--- src/hdl/csel_params.svh ---
// Offsets, field width, reset values and timing counts of the selector
`ifndef CSEL_PARAMS_SVH
`define CSEL_PARAMS_SVH
`define CSEL_OFS_TRIM       12'h000
`define CSEL_OFS_STATUS     12'h004
`define CSEL_OFS_CFG        12'h008
`define CSEL_TRIM_W         5
`define CSEL_TRIM_RST       5'h00
`define CSEL_XTAL_COUNT     1024
`define CSEL_RC_INSTR       2
`define CSEL_CLKS_PER_INSTR 4
`define CSEL_CLK_MHZ        50
`define CSEL_FAST_MHZ       8
`define CSEL_SLOW_MHZ       4
`endif

--- src/hdl/csel_pkg.sv ---
// Types shared by the clock source selector
package csel_pkg;
  typedef enum logic [2:0] {
    WATCH_CRYSTAL  = 3'h0,
    MEDIUM_CRYSTAL = 3'h1,
    HIGH_CRYSTAL   = 3'h2,
    EXT_CLOCK      = 3'h3,
    INT_CLK_ALL_IO = 3'h4,
    INT_CLK_OUT    = 3'h5,
    RC_ALL_IO      = 3'h6,
    RC_WITH_OUT    = 3'h7
  } csel_mode_t;
  typedef struct packed {
    logic in_is_gpio;
    logic out_is_gpio;
    logic out_is_div4;
    logic [1:0] gain;
  } csel_pins_t;
endpackage

--- src/hdl/csel_div4.sv ---
// Divide-by-4 clock output generator from a source edge enable
`timescale 1ns/1ps
module csel_div4 (
  input  wire logic clk,      // System clock
  input  wire logic nrst,     // Synchronous reset, low
  input  wire logic src_tick, // One pulse per source cycle
  input  wire logic run,      // Counting allowed
  output logic      div_out   // Source divided by four
);
  logic [1:0] cnt;
  logic [1:0] next_cnt;

  // Next count on each source tick
  always_comb begin
    next_cnt = cnt;
    if (run && src_tick) begin
      next_cnt = cnt + 2'h1;
    end
  end

  // Register the count
  always_ff @(posedge clk) begin
    if (!nrst) begin
      cnt <= 2'h0;
    end else begin
      cnt <= next_cnt;
    end
  end

  assign div_out = cnt[1];
endmodule // csel_div4

--- src/hdl/csel_internal_clock_with_output_mode.sv ---
// Internal oscillator tick generator with trim and fast or slow rate
`timescale 1ns/1ps
`include "csel_params.svh"
module csel_internal_clock_with_output_mode #(
  parameter int CLK_MHZ = `CSEL_CLK_MHZ
) (
  input  wire logic       clk,       // System clock
  input  wire logic       nrst,      // Synchronous reset, low
  input  wire logic       fast,      // High selects faster rate
  input  wire logic [4:0] trim,      // Signed trim value
  output logic            tick       // One pulse per oscillator cycle
);
  // Phase accumulator, increment scaled by nominal rate and trim
  localparam logic [15:0] BASE_FAST = 16'((`CSEL_FAST_MHZ * 65536) / CLK_MHZ);
  localparam logic [15:0] BASE_SLOW = 16'((`CSEL_SLOW_MHZ * 65536) / CLK_MHZ);
  logic [15:0] acc;
  logic [16:0] next_sum;
  logic [15:0] step;

  // Trim shifts the step monotonically, zero keeps calibration
  always_comb begin
    step     = fast ? BASE_FAST : BASE_SLOW;
    step     = step + 16'(signed'({{11{trim[4]}}, trim}) * 16'sd8);
    next_sum = {1'b0, acc} + {1'b0, step};
  end

  // Register the phase
  always_ff @(posedge clk) begin
    if (!nrst) begin
      acc  <= 16'h0000;
      tick <= 1'b0;
    end else begin
      acc  <= next_sum[15:0];
      tick <= next_sum[16];
    end
  end
endmodule // csel_internal_clock_with_output_mode

--- src/hdl/csel_top.sv ---
// Clock source selector: mode decode, start-up hold, trim register
//
// Local design decisions: the APB interface to the registers and the register offsets.
`timescale 1ns/1ps
`include "csel_params.svh"
module csel_top #(
  parameter int XTAL_COUNT = `CSEL_XTAL_COUNT,
  parameter int RC_INSTR   = `CSEL_RC_INSTR
) (
  input  wire logic        CLK_SYS,     // System clock 50 MHz
  input  wire logic        NRST,        // Synchronous reset, low
  input  wire logic        POR_N,       // Power-on or brown-out, low
  input  wire logic        WAKE,        // Wake-up from sleep pulse
  input  wire logic [2:0]  CFG_MODE,    // Clock mode select field
  input  wire logic        CFG_IFREQ,   // Internal frequency select
  input  wire logic        CLKIN_TICK,  // Edge seen on clock input pin
  input  wire logic        PSEL,        // APB select
  input  wire logic        PENABLE,     // APB enable
  input  wire logic        PWRITE,      // APB direction
  input  wire logic [11:0] PADDR,       // APB address
  input  wire logic [31:0] PWDATA,      // APB write data
  output logic [31:0]      PRDATA,      // APB read data
  output logic             PREADY,      // APB ready
  output logic             PSLVERR,     // APB error
  output logic             CPU_HOLD,    // Hold program counter
  output logic             CLKOUT,      // Clock output pin value
  output logic             CLKOUT_OE,   // Clock output pin driven
  output logic             CLKIN_GPIO,  // Clock input pin free
  output logic             CLKOUT_GPIO, // Clock output pin free
  output logic [1:0]       AMP_GAIN,    // Amplifier gain, 0 off
  output logic             INT_TICK,    // Internal oscillator tick
  output logic [4:0]       TRIM         // Trim to oscillator
);
  typedef enum logic [1:0] {S_IDLE, S_XTAL, S_RC, S_RUN} csel_st_t;

  ////////////////////////////////////////////////////////////////////
  // Mode decode function
  function automatic csel_pkg::csel_pins_t decode(csel_pkg::csel_mode_t m);
    csel_pkg::csel_pins_t p;
    p = '0;
    case (m)
      csel_pkg::WATCH_CRYSTAL:  p.gain = 2'h1;
      csel_pkg::MEDIUM_CRYSTAL: p.gain = 2'h2;
      csel_pkg::HIGH_CRYSTAL:   p.gain = 2'h3;
      csel_pkg::EXT_CLOCK:      p.out_is_gpio = 1'b1;
      csel_pkg::INT_CLK_ALL_IO: begin
        p.in_is_gpio  = 1'b1;
        p.out_is_gpio = 1'b1;
      end
      csel_pkg::INT_CLK_OUT: begin
        p.in_is_gpio  = 1'b1;
        p.out_is_div4 = 1'b1;
      end
      csel_pkg::RC_ALL_IO:      p.out_is_gpio = 1'b1;
      csel_pkg::RC_WITH_OUT:    p.out_is_div4 = 1'b1;
      default:                  p = '0;
    endcase
    return p;
  endfunction

  // Crystal modes need the start-up count
  function automatic logic is_xtal(csel_pkg::csel_mode_t m);
    return (m == csel_pkg::WATCH_CRYSTAL) || (m == csel_pkg::MEDIUM_CRYSTAL)
        || (m == csel_pkg::HIGH_CRYSTAL);
  endfunction

  // Internal modes need no input pin
  function automatic logic is_int(csel_pkg::csel_mode_t m);
    return (m == csel_pkg::INT_CLK_ALL_IO) || (m == csel_pkg::INT_CLK_OUT);
  endfunction

  // Status word: run, crystal wait, RC wait
  function automatic logic [2:0] status_bits(csel_st_t s);
    return {s == S_RUN, s == S_XTAL, s == S_RC};
  endfunction

  ////////////////////////////////////////////////////////////////////
  // State
  // RC delay counted in source ticks, four per instruction
  localparam int RC_TICKS = RC_INSTR * `CSEL_CLKS_PER_INSTR;
  csel_pkg::csel_mode_t mode, next_mode;
  logic        ifreq, next_ifreq;
  logic        latched, next_latched;
  csel_st_t    state, next_state;
  logic [10:0] cnt, next_cnt;
  logic [4:0]  trim, next_trim;
  logic [31:0] next_prdata;
  logic        next_pready, next_pslverr;
  logic        int_tick;
  logic        div_out;
  logic        src_tick;
  logic        running;
  csel_pkg::csel_pins_t pins;
  // Next values of the registered pins
  logic        next_cpu_hold;
  logic        next_clkout;
  logic        next_clkout_oe;
  logic        next_clkin_gpio;
  logic        next_clkout_gpio;
  logic [1:0]  next_amp_gain;
  logic        next_int_tick;
  logic [4:0]  next_trim_out;

  assign pins     = decode(mode);
  assign running  = (state == S_RUN);
  // Source edges: internal ticks or pin edges; none means frozen
  assign src_tick = is_int(mode) ? int_tick : CLKIN_TICK;

  // Configuration capture after reset
  always_comb begin
    next_mode    = mode;
    next_ifreq   = ifreq;
    next_latched = 1'b1;
    if (!latched) begin
      next_mode  = csel_pkg::csel_mode_t'(CFG_MODE);
      next_ifreq = CFG_IFREQ;
    end
  end

  // Register configuration; later field changes are ignored
  always_ff @(posedge CLK_SYS) begin
    if (!NRST) begin
      mode    <= csel_pkg::EXT_CLOCK;
      ifreq   <= 1'b0;
      latched <= 1'b0;
    end else begin
      mode    <= next_mode;
      ifreq   <= next_ifreq;
      latched <= next_latched;
    end
  end

  // Start-up sequencer; a stopped source freezes the count
  always_comb begin
    next_state = state;
    next_cnt   = cnt;
    case (state)
      S_IDLE: begin
        if (latched) begin
          next_cnt = 11'h000;
          if (is_xtal(mode)) next_state = S_XTAL;
          else if (!is_int(mode) && mode != csel_pkg::EXT_CLOCK)
            next_state = S_RC;
          else next_state = S_RUN;
        end
      end
      S_XTAL: begin
        if (CLKIN_TICK) next_cnt = cnt + 11'h001;
        if (CLKIN_TICK && cnt == 11'(XTAL_COUNT - 1)) next_state = S_RUN;
      end
      S_RC: begin
        if (CLKIN_TICK) next_cnt = cnt + 11'h001;
        if (CLKIN_TICK && cnt == 11'(RC_TICKS - 1)) next_state = S_RUN;
      end
      S_RUN: begin
        if (WAKE) next_state = S_IDLE;
      end
      default: next_state = S_IDLE;
    endcase
  end

  // Register sequencer state
  always_ff @(posedge CLK_SYS) begin
    if (!NRST) begin
      state <= S_IDLE;
      cnt   <= 11'h000;
    end else begin
      state <= next_state;
      cnt   <= next_cnt;
    end
  end

  ////////////////////////////////////////////////////////////////////
  // APB slave, one wait-free access cycle
  always_comb begin
    next_trim    = trim;
    next_prdata  = 32'h0000_0000;
    next_pready  = 1'b0;
    next_pslverr = 1'b0;
    if (PSEL && !PENABLE) begin
      next_pready = 1'b1;
      case (PADDR)
        `CSEL_OFS_TRIM:   next_prdata = {27'h0, trim};
        `CSEL_OFS_STATUS: next_prdata = {29'h0, status_bits(state)};
        `CSEL_OFS_CFG:    next_prdata = {28'h0, ifreq, 3'(mode)};
        default:          next_pslverr = 1'b1;
      endcase
      // write applies at once, no flag
      if (PWRITE && PADDR == `CSEL_OFS_TRIM) begin
        next_trim = PWDATA[4:0];
      end
      // Writes return zero data
      if (PWRITE) next_prdata = 32'h0000_0000;
    end
  end

  // Trim register; other resets leave it alone
  always_ff @(posedge CLK_SYS) begin
    if (!POR_N) begin
      trim <= `CSEL_TRIM_RST;
    end else begin
      trim <= next_trim;
    end
  end

  // Register bus outputs
  always_ff @(posedge CLK_SYS) begin
    if (!NRST) begin
      PRDATA  <= 32'h0000_0000;
      PREADY  <= 1'b0;
      PSLVERR <= 1'b0;
    end else begin
      PRDATA  <= next_prdata;
      PREADY  <= next_pready;
      PSLVERR <= next_pslverr;
    end
  end

  ////////////////////////////////////////////////////////////////////
  // internal rate, signed trim
  csel_internal_clock_with_output_mode u_internal_clock_with_output_mode (
    .clk  (CLK_SYS),
    .nrst (NRST),
    .fast (ifreq),
    .trim (trim),
    .tick (int_tick)
  );

  csel_div4 u_div4 (
    .clk      (CLK_SYS),
    .nrst     (NRST),
    .src_tick (src_tick),
    .run      (running),
    .div_out  (div_out)
  );

  // Pin and control next values
  always_comb begin
    next_cpu_hold    = !running;
    next_clkout      = pins.out_is_div4 & div_out;
    next_clkout_oe   = pins.out_is_div4;
    next_clkin_gpio  = pins.in_is_gpio;
    next_clkout_gpio = pins.out_is_gpio;
    next_amp_gain    = pins.gain;
    // Internal ticks shown only in internal modes
    next_int_tick    = int_tick & is_int(mode);
    // Copy of trim for the oscillator
    next_trim_out    = trim;
  end

  // Registered pin and control outputs
  always_ff @(posedge CLK_SYS) begin
    if (!NRST) begin
      CPU_HOLD    <= 1'b1;
      CLKOUT      <= 1'b0;
      CLKOUT_OE   <= 1'b0;
      CLKIN_GPIO  <= 1'b0;
      CLKOUT_GPIO <= 1'b0;
      AMP_GAIN    <= 2'h0;
      INT_TICK    <= 1'b0;
      TRIM        <= 5'h00;
    end else begin
      CPU_HOLD    <= next_cpu_hold;
      CLKOUT      <= next_clkout;
      CLKOUT_OE   <= next_clkout_oe;
      CLKIN_GPIO  <= next_clkin_gpio;
      CLKOUT_GPIO <= next_clkout_gpio;
      AMP_GAIN    <= next_amp_gain;
      INT_TICK    <= next_int_tick;
      TRIM        <= next_trim_out;
    end
  end
endmodule // csel_top

--- config.mk ---
export PLATFORM = sky130hd
export DESIGN_NAME = csel_top
export DESIGN_NICKNAME = d
export VERILOG_FILES = /design/src/hdl/csel_pkg.sv /design/src/hdl/csel_div4.sv /design/src/hdl/csel_internal_clock_with_output_mode.sv /design/src/hdl/csel_top.sv
export VERILOG_INCLUDE_DIRS = /design/src /design/src/hdl
export SDC_FILE = /design/constraint.sdc
export NUM_CORES = 1
export LEC_CHECK = 0
export BUFFER_PORTS_ARGS = -buffer_cell sky130_fd_sc_hd__buf_2
export CORE_MARGIN = 5
export CORE_UTILIZATION = 56
export CTS_CLUSTER_DIAMETER = 150
export CTS_CLUSTER_SIZE = 40
export DETAILED_ROUTE_END_ITERATION = 6
export PLACE_DENSITY = 0.86
export REMOVE_ABC_BUFFERS = 1
export SYNTH_ARGS = -nofsm -noshare
export SYNTH_HDL_FRONTEND = slang
export SYNTH_SLANG_ARGS = --single-unit
--- constraint.sdc ---
create_clock -name CLK_SYS -period 4.7 [get_ports CLK_SYS]
set_input_delay 0.235 -clock CLK_SYS [delete_from_list [all_inputs] [get_ports CLK_SYS]]
set_output_delay 0.235 -clock CLK_SYS [all_outputs]
set_load 0.05 [all_outputs]
==> results.cfg <==
[outcome]
outcome = complete, no violations

[placement]
detailed_place.area_sq_mm = 0.003665
dpl.hpwl_um = 5466
port_buffers = 48
gp_routability_congestion = 0.8744
place_worst_setup_slack_ns = 1.580

[run]
max_cap_viol_count = 0

[cells_and_area]
most_frequent_cells_in_the_layout = sky130_fd_sc_hd__dfxtp_1 (62), sky130_fd_sc_hd__buf_2 (48), sky130_fd_sc_hd__ha_1 (28)
post_route_core_utilization = 0.6452
layout.filler_cells = 497
post_route_cells_drive_above_1_share = 0.1633
final_common_cell = sky130_fd_sc_hd__dfxtp_1
final_cell_area_sq_mm = 0.003865
antenna_cells = 0
synth_to_final_area_change_pct = 10.44
count_of_nets_after_finishing = 521

[hold_path]
hold_class = in -> reg
timing.hold.worst.start = CFG_MODE[1]
hold_end = mode[1]
hold-path-cell-count = 3

[clock_network]
tritoncts.num_buffers = 9
cts_hold_buffers = 0
clk_path_buf_depth = 2
clkSinkCount = 62
clk_pin_slew_worst_paths_ns = 0.07
tritoncts = built
clock_insertion_delay_at_the_later_pin_of_the_skew_report_ns = 0.34
cts-resized-gates = 0
post-cts-setup-buffers = 0
clk_root_buffer_cell = sky130_fd_sc_hd__clkbuf_8
cts-htree-levels = 3

[synthesis]
syn-cell-area_sq_mm = 0.003500
post_synth_inst_count = 390
synth_area_per_cell_sq_um = 8.973
ys.warnings.count = 0
yosys.cell_types.count = 53
count_of_flip_flops_with_a_built_in_enable_after_synthesis = 0
ys_dominant_reg_cell = sky130_fd_sc_hd__dfxtp_1
synthDominantCellAreaShare = 0.3547
synth_seq_area_share = 0.3547
ys_seq_elements = 62
postSynth.asyncResetShare = 0
synthTopCellsByArea = sky130_fd_sc_hd__dfxtp_1 (35%), sky130_fd_sc_hd__ha_1 (10%), sky130_fd_sc_hd__buf_4 (6.2%), sky130_fd_sc_hd__mux2i_1 (4.9%), sky130_fd_sc_hd__and2_1 (4.3%)
largest_area_contributor_in_the_synthesized_netlist = sky130_fd_sc_hd__dfxtp_1

[timing]
timing.final.crit_period_ns = 3.187
post-route-period-util = 0.6782
worst_pin_slew_ns = 0.6296
largest_clock_skew_in_the_final_design_ns = 0.006475
final_worst_setup_slack_ns = 1.513
clock.fmax_mhz = 313.7
fin_tns_setup_ns = 0
rsz0062_at_grt = no
slew_viol_final = 0
final_hold_viol_count = 0
worst_hold_slack_ns = 0.1026
finalSetupViolations = 0
maxSlewHeadroom = 0.5774

[detailed_routing]
remaining_drc_errors = 0
drtPass1Iterations = 4
postRouteAntennaNets = 0
drt_first_iter_violations = 106
route.detailed.wl_per_inst_um = 14.10
viasPerCell = 5.337
routed_wl_um = 7274
detailroute.via_count = 2754

[floorplan]
initial_utilization = 0.5842
die_width_um = 89.05
design.core.area_sq_mm = 0.005991
rows = 28
die_y_um = 89.05
io_pins = 103
floorplan.die_area_sq_mm = 0.007930

[power_and_ir_drop]
cellLeakagePower_uw = 0.001765
power.ir.vdd_worst_mv = 0.2421
p_sw_frac = 0.3426
design_internal_power_uw = 1072
pwr-share-clk = 0.291
power_density_mw_per_mm2 = 422.0
seq_power_share = 0.374
net-switching-power_uw = 558.7
p_comb_frac = 0.335

[setup_path]
worstSetupEndpointType = flop
ff2ff_path_depth = 13
r2r_setup_slack_ns = 1.51
critical_path.startpoint = ifreq
worst_setup_path_start_kind = flop
worstPathRequired_ns = 4.94
r2r-end = u_internal_clock_with_output_mode.acc[11]
critical_path.max_fanout = 7
r2r-start = ifreq
worst-endpoint-arrival_ns = 3.43
timing_worst_setup_path_type = reg -> reg

[global_route]
first_global_vias = 2657
grt_first_pass_wirelength_um = 11970
grt_overflow = 0
globalRouteTotalUtil = 0.1909
antenna_found_initial = 0
grt_max_degree = 42
## Yosys cell counts (3+ instances only)
library cell	count
sky130_fd_sc_hd__o21a_1	7
sky130_fd_sc_hd__inv_1	16
sky130_fd_sc_hd__clkbuf_1	8
sky130_fd_sc_hd__nor4_1	4
sky130_fd_sc_hd__nand2_1	25
sky130_fd_sc_hd__and3_1	3
sky130_fd_sc_hd__a21o_1	4
sky130_fd_sc_hd__nand3_1	10
sky130_fd_sc_hd__a22oi_1	3
sky130_fd_sc_hd__or3_1	3
sky130_fd_sc_hd__dfxtp_1	62
sky130_fd_sc_hd__xor2_1	13
sky130_fd_sc_hd__nor2_1	27
sky130_fd_sc_hd__a21oi_1	20
sky130_fd_sc_hd__o21ai_1	3
sky130_fd_sc_hd__o21ai_0	11
sky130_fd_sc_hd__a21oi_2	3
sky130_fd_sc_hd__buf_4	29
sky130_fd_sc_hd__and2_1	24
sky130_fd_sc_hd__nor2b_1	11
sky130_fd_sc_hd__xnor2_1	16
sky130_fd_sc_hd__ha_1	28
sky130_fd_sc_hd__o31ai_1	3
sky130_fd_sc_hd__mux2i_1	17
sky130_fd_sc_hd__a21boi_1	3
## logic make-up (layout without fill, tap and decap cells)
| family | after synthesis | after routing | synth area share |
|---|---|---|---|
| xor+xnor | 29 | 29 | 0.07258 |
| mux | 17 | 17 | 0.04862 |
| flops | 62 | 62 | 0.3547 |
| other cells | 1 | 27 | 0.001072 |
| compound gates | 76 | 76 | 0.1466 |
| fa+ha+maj | 29 | 29 | 0.1058 |
| buf+inv | 55 | 80 | 0.09331 |
| simple gates | 121 | 121 | 0.1773 |
## registers in the layout, indices dropped and copies added (netlist names)
register and count:
AMP_GAIN 2, PRDATA 5, CLKOUT 1, u_internal_clock_with_output_mode.tick 1
CLKIN_GPIO 1, INT_TICK 1, PSLVERR 1, latched 1
CLKOUT_OE 1, ifreq 1, TRIM 5, PREADY 1
u_internal_clock_with_output_mode.acc 16, next_trim_out 5, CLKOUT_GPIO 1, u_div4.cnt 2
CPU_HOLD 1, cnt 11, state 2, mode 3
## cell type report
class / count / area [sq um] / area share
Multi-Input combinational cell: 299 / 2029 / 0.5251
Sequential cell: 62 / 1241 / 0.3211
Timing Repair Buffer: 48 / 240.2 / 0.06216
Clock buffer: 12 / 155.1 / 0.04014
Tap cell: 75 / 93.84 / 0.02428
Inverter: 16 / 60.06 / 0.01554
Clock inverter: 4 / 45.04 / 0.01165
## per-stage QoR
stage / instances / power, uW
final: 516 / 1631
after global routing: 516 / 1735
after CTS: 516 / 1634
after detailed placement: 500 / 1157
after global placement: 500 / 1133
after floorplan: 377 / 1053
## worst max-delay path by stage
stage | slack [ns] | endpoint
global placement | 1.64 | u_internal_clock_with_output_mode.acc[11]
detailed placement | 1.58 | u_internal_clock_with_output_mode.acc[11]
finish | 1.51 | u_internal_clock_with_output_mode.acc[11]
global route | 1.15 | u_internal_clock_with_output_mode.acc[15]
floorplan | 1.97 | u_internal_clock_with_output_mode.acc[11]
CTS | 1.52 | u_internal_clock_with_output_mode.acc[11]
## worst max-delay path: stages (launching register included)
cell and delay (ns):
sky130_fd_sc_hd__dfxtp_1 0.47, sky130_fd_sc_hd__inv_1 0.20, sky130_fd_sc_hd__ha_1 0.25, sky130_fd_sc_hd__inv_1 0.08, sky130_fd_sc_hd__ha_1 0.18, sky130_fd_sc_hd__nand2_1 0.08
sky130_fd_sc_hd__a21oi_1 0.19, sky130_fd_sc_hd__xnor2_1 0.17, sky130_fd_sc_hd__ha_1 0.35, sky130_fd_sc_hd__a21oi_1 0.39, sky130_fd_sc_hd__a21boi_0 0.16, sky130_fd_sc_hd__a311oi_1 0.31
sky130_fd_sc_hd__xnor2_1 0.09, sky130_fd_sc_hd__and2_1 0.15
## power groups by stage
stage          clock network (uW)  registers (uW)  logic (uW)
2_1_floorplan                   0             625         428
3_3_place_gp                    0             617         516
3_5_place_dp                    0             621         535
4_1_cts                       481             610         543
5_1_grt                       512             616         607
6_report                      474             610         547
## routing by layer
layer / up-vias / part of all wire / GRT usage / routed length, um
met5: - / 0 / 0 / 0
li1: 1379 / - / - / -
met1: 1299 / 0.42 / 0.2216 / 3072
met4: 0 / 0.020 / 0.09472 / 147
met2: 61 / 0.51 / 0.3354 / 3684
met3: 15 / 0.051 / 0.03594 / 370
No activity file was read; power rests on OpenSTA's default activity.
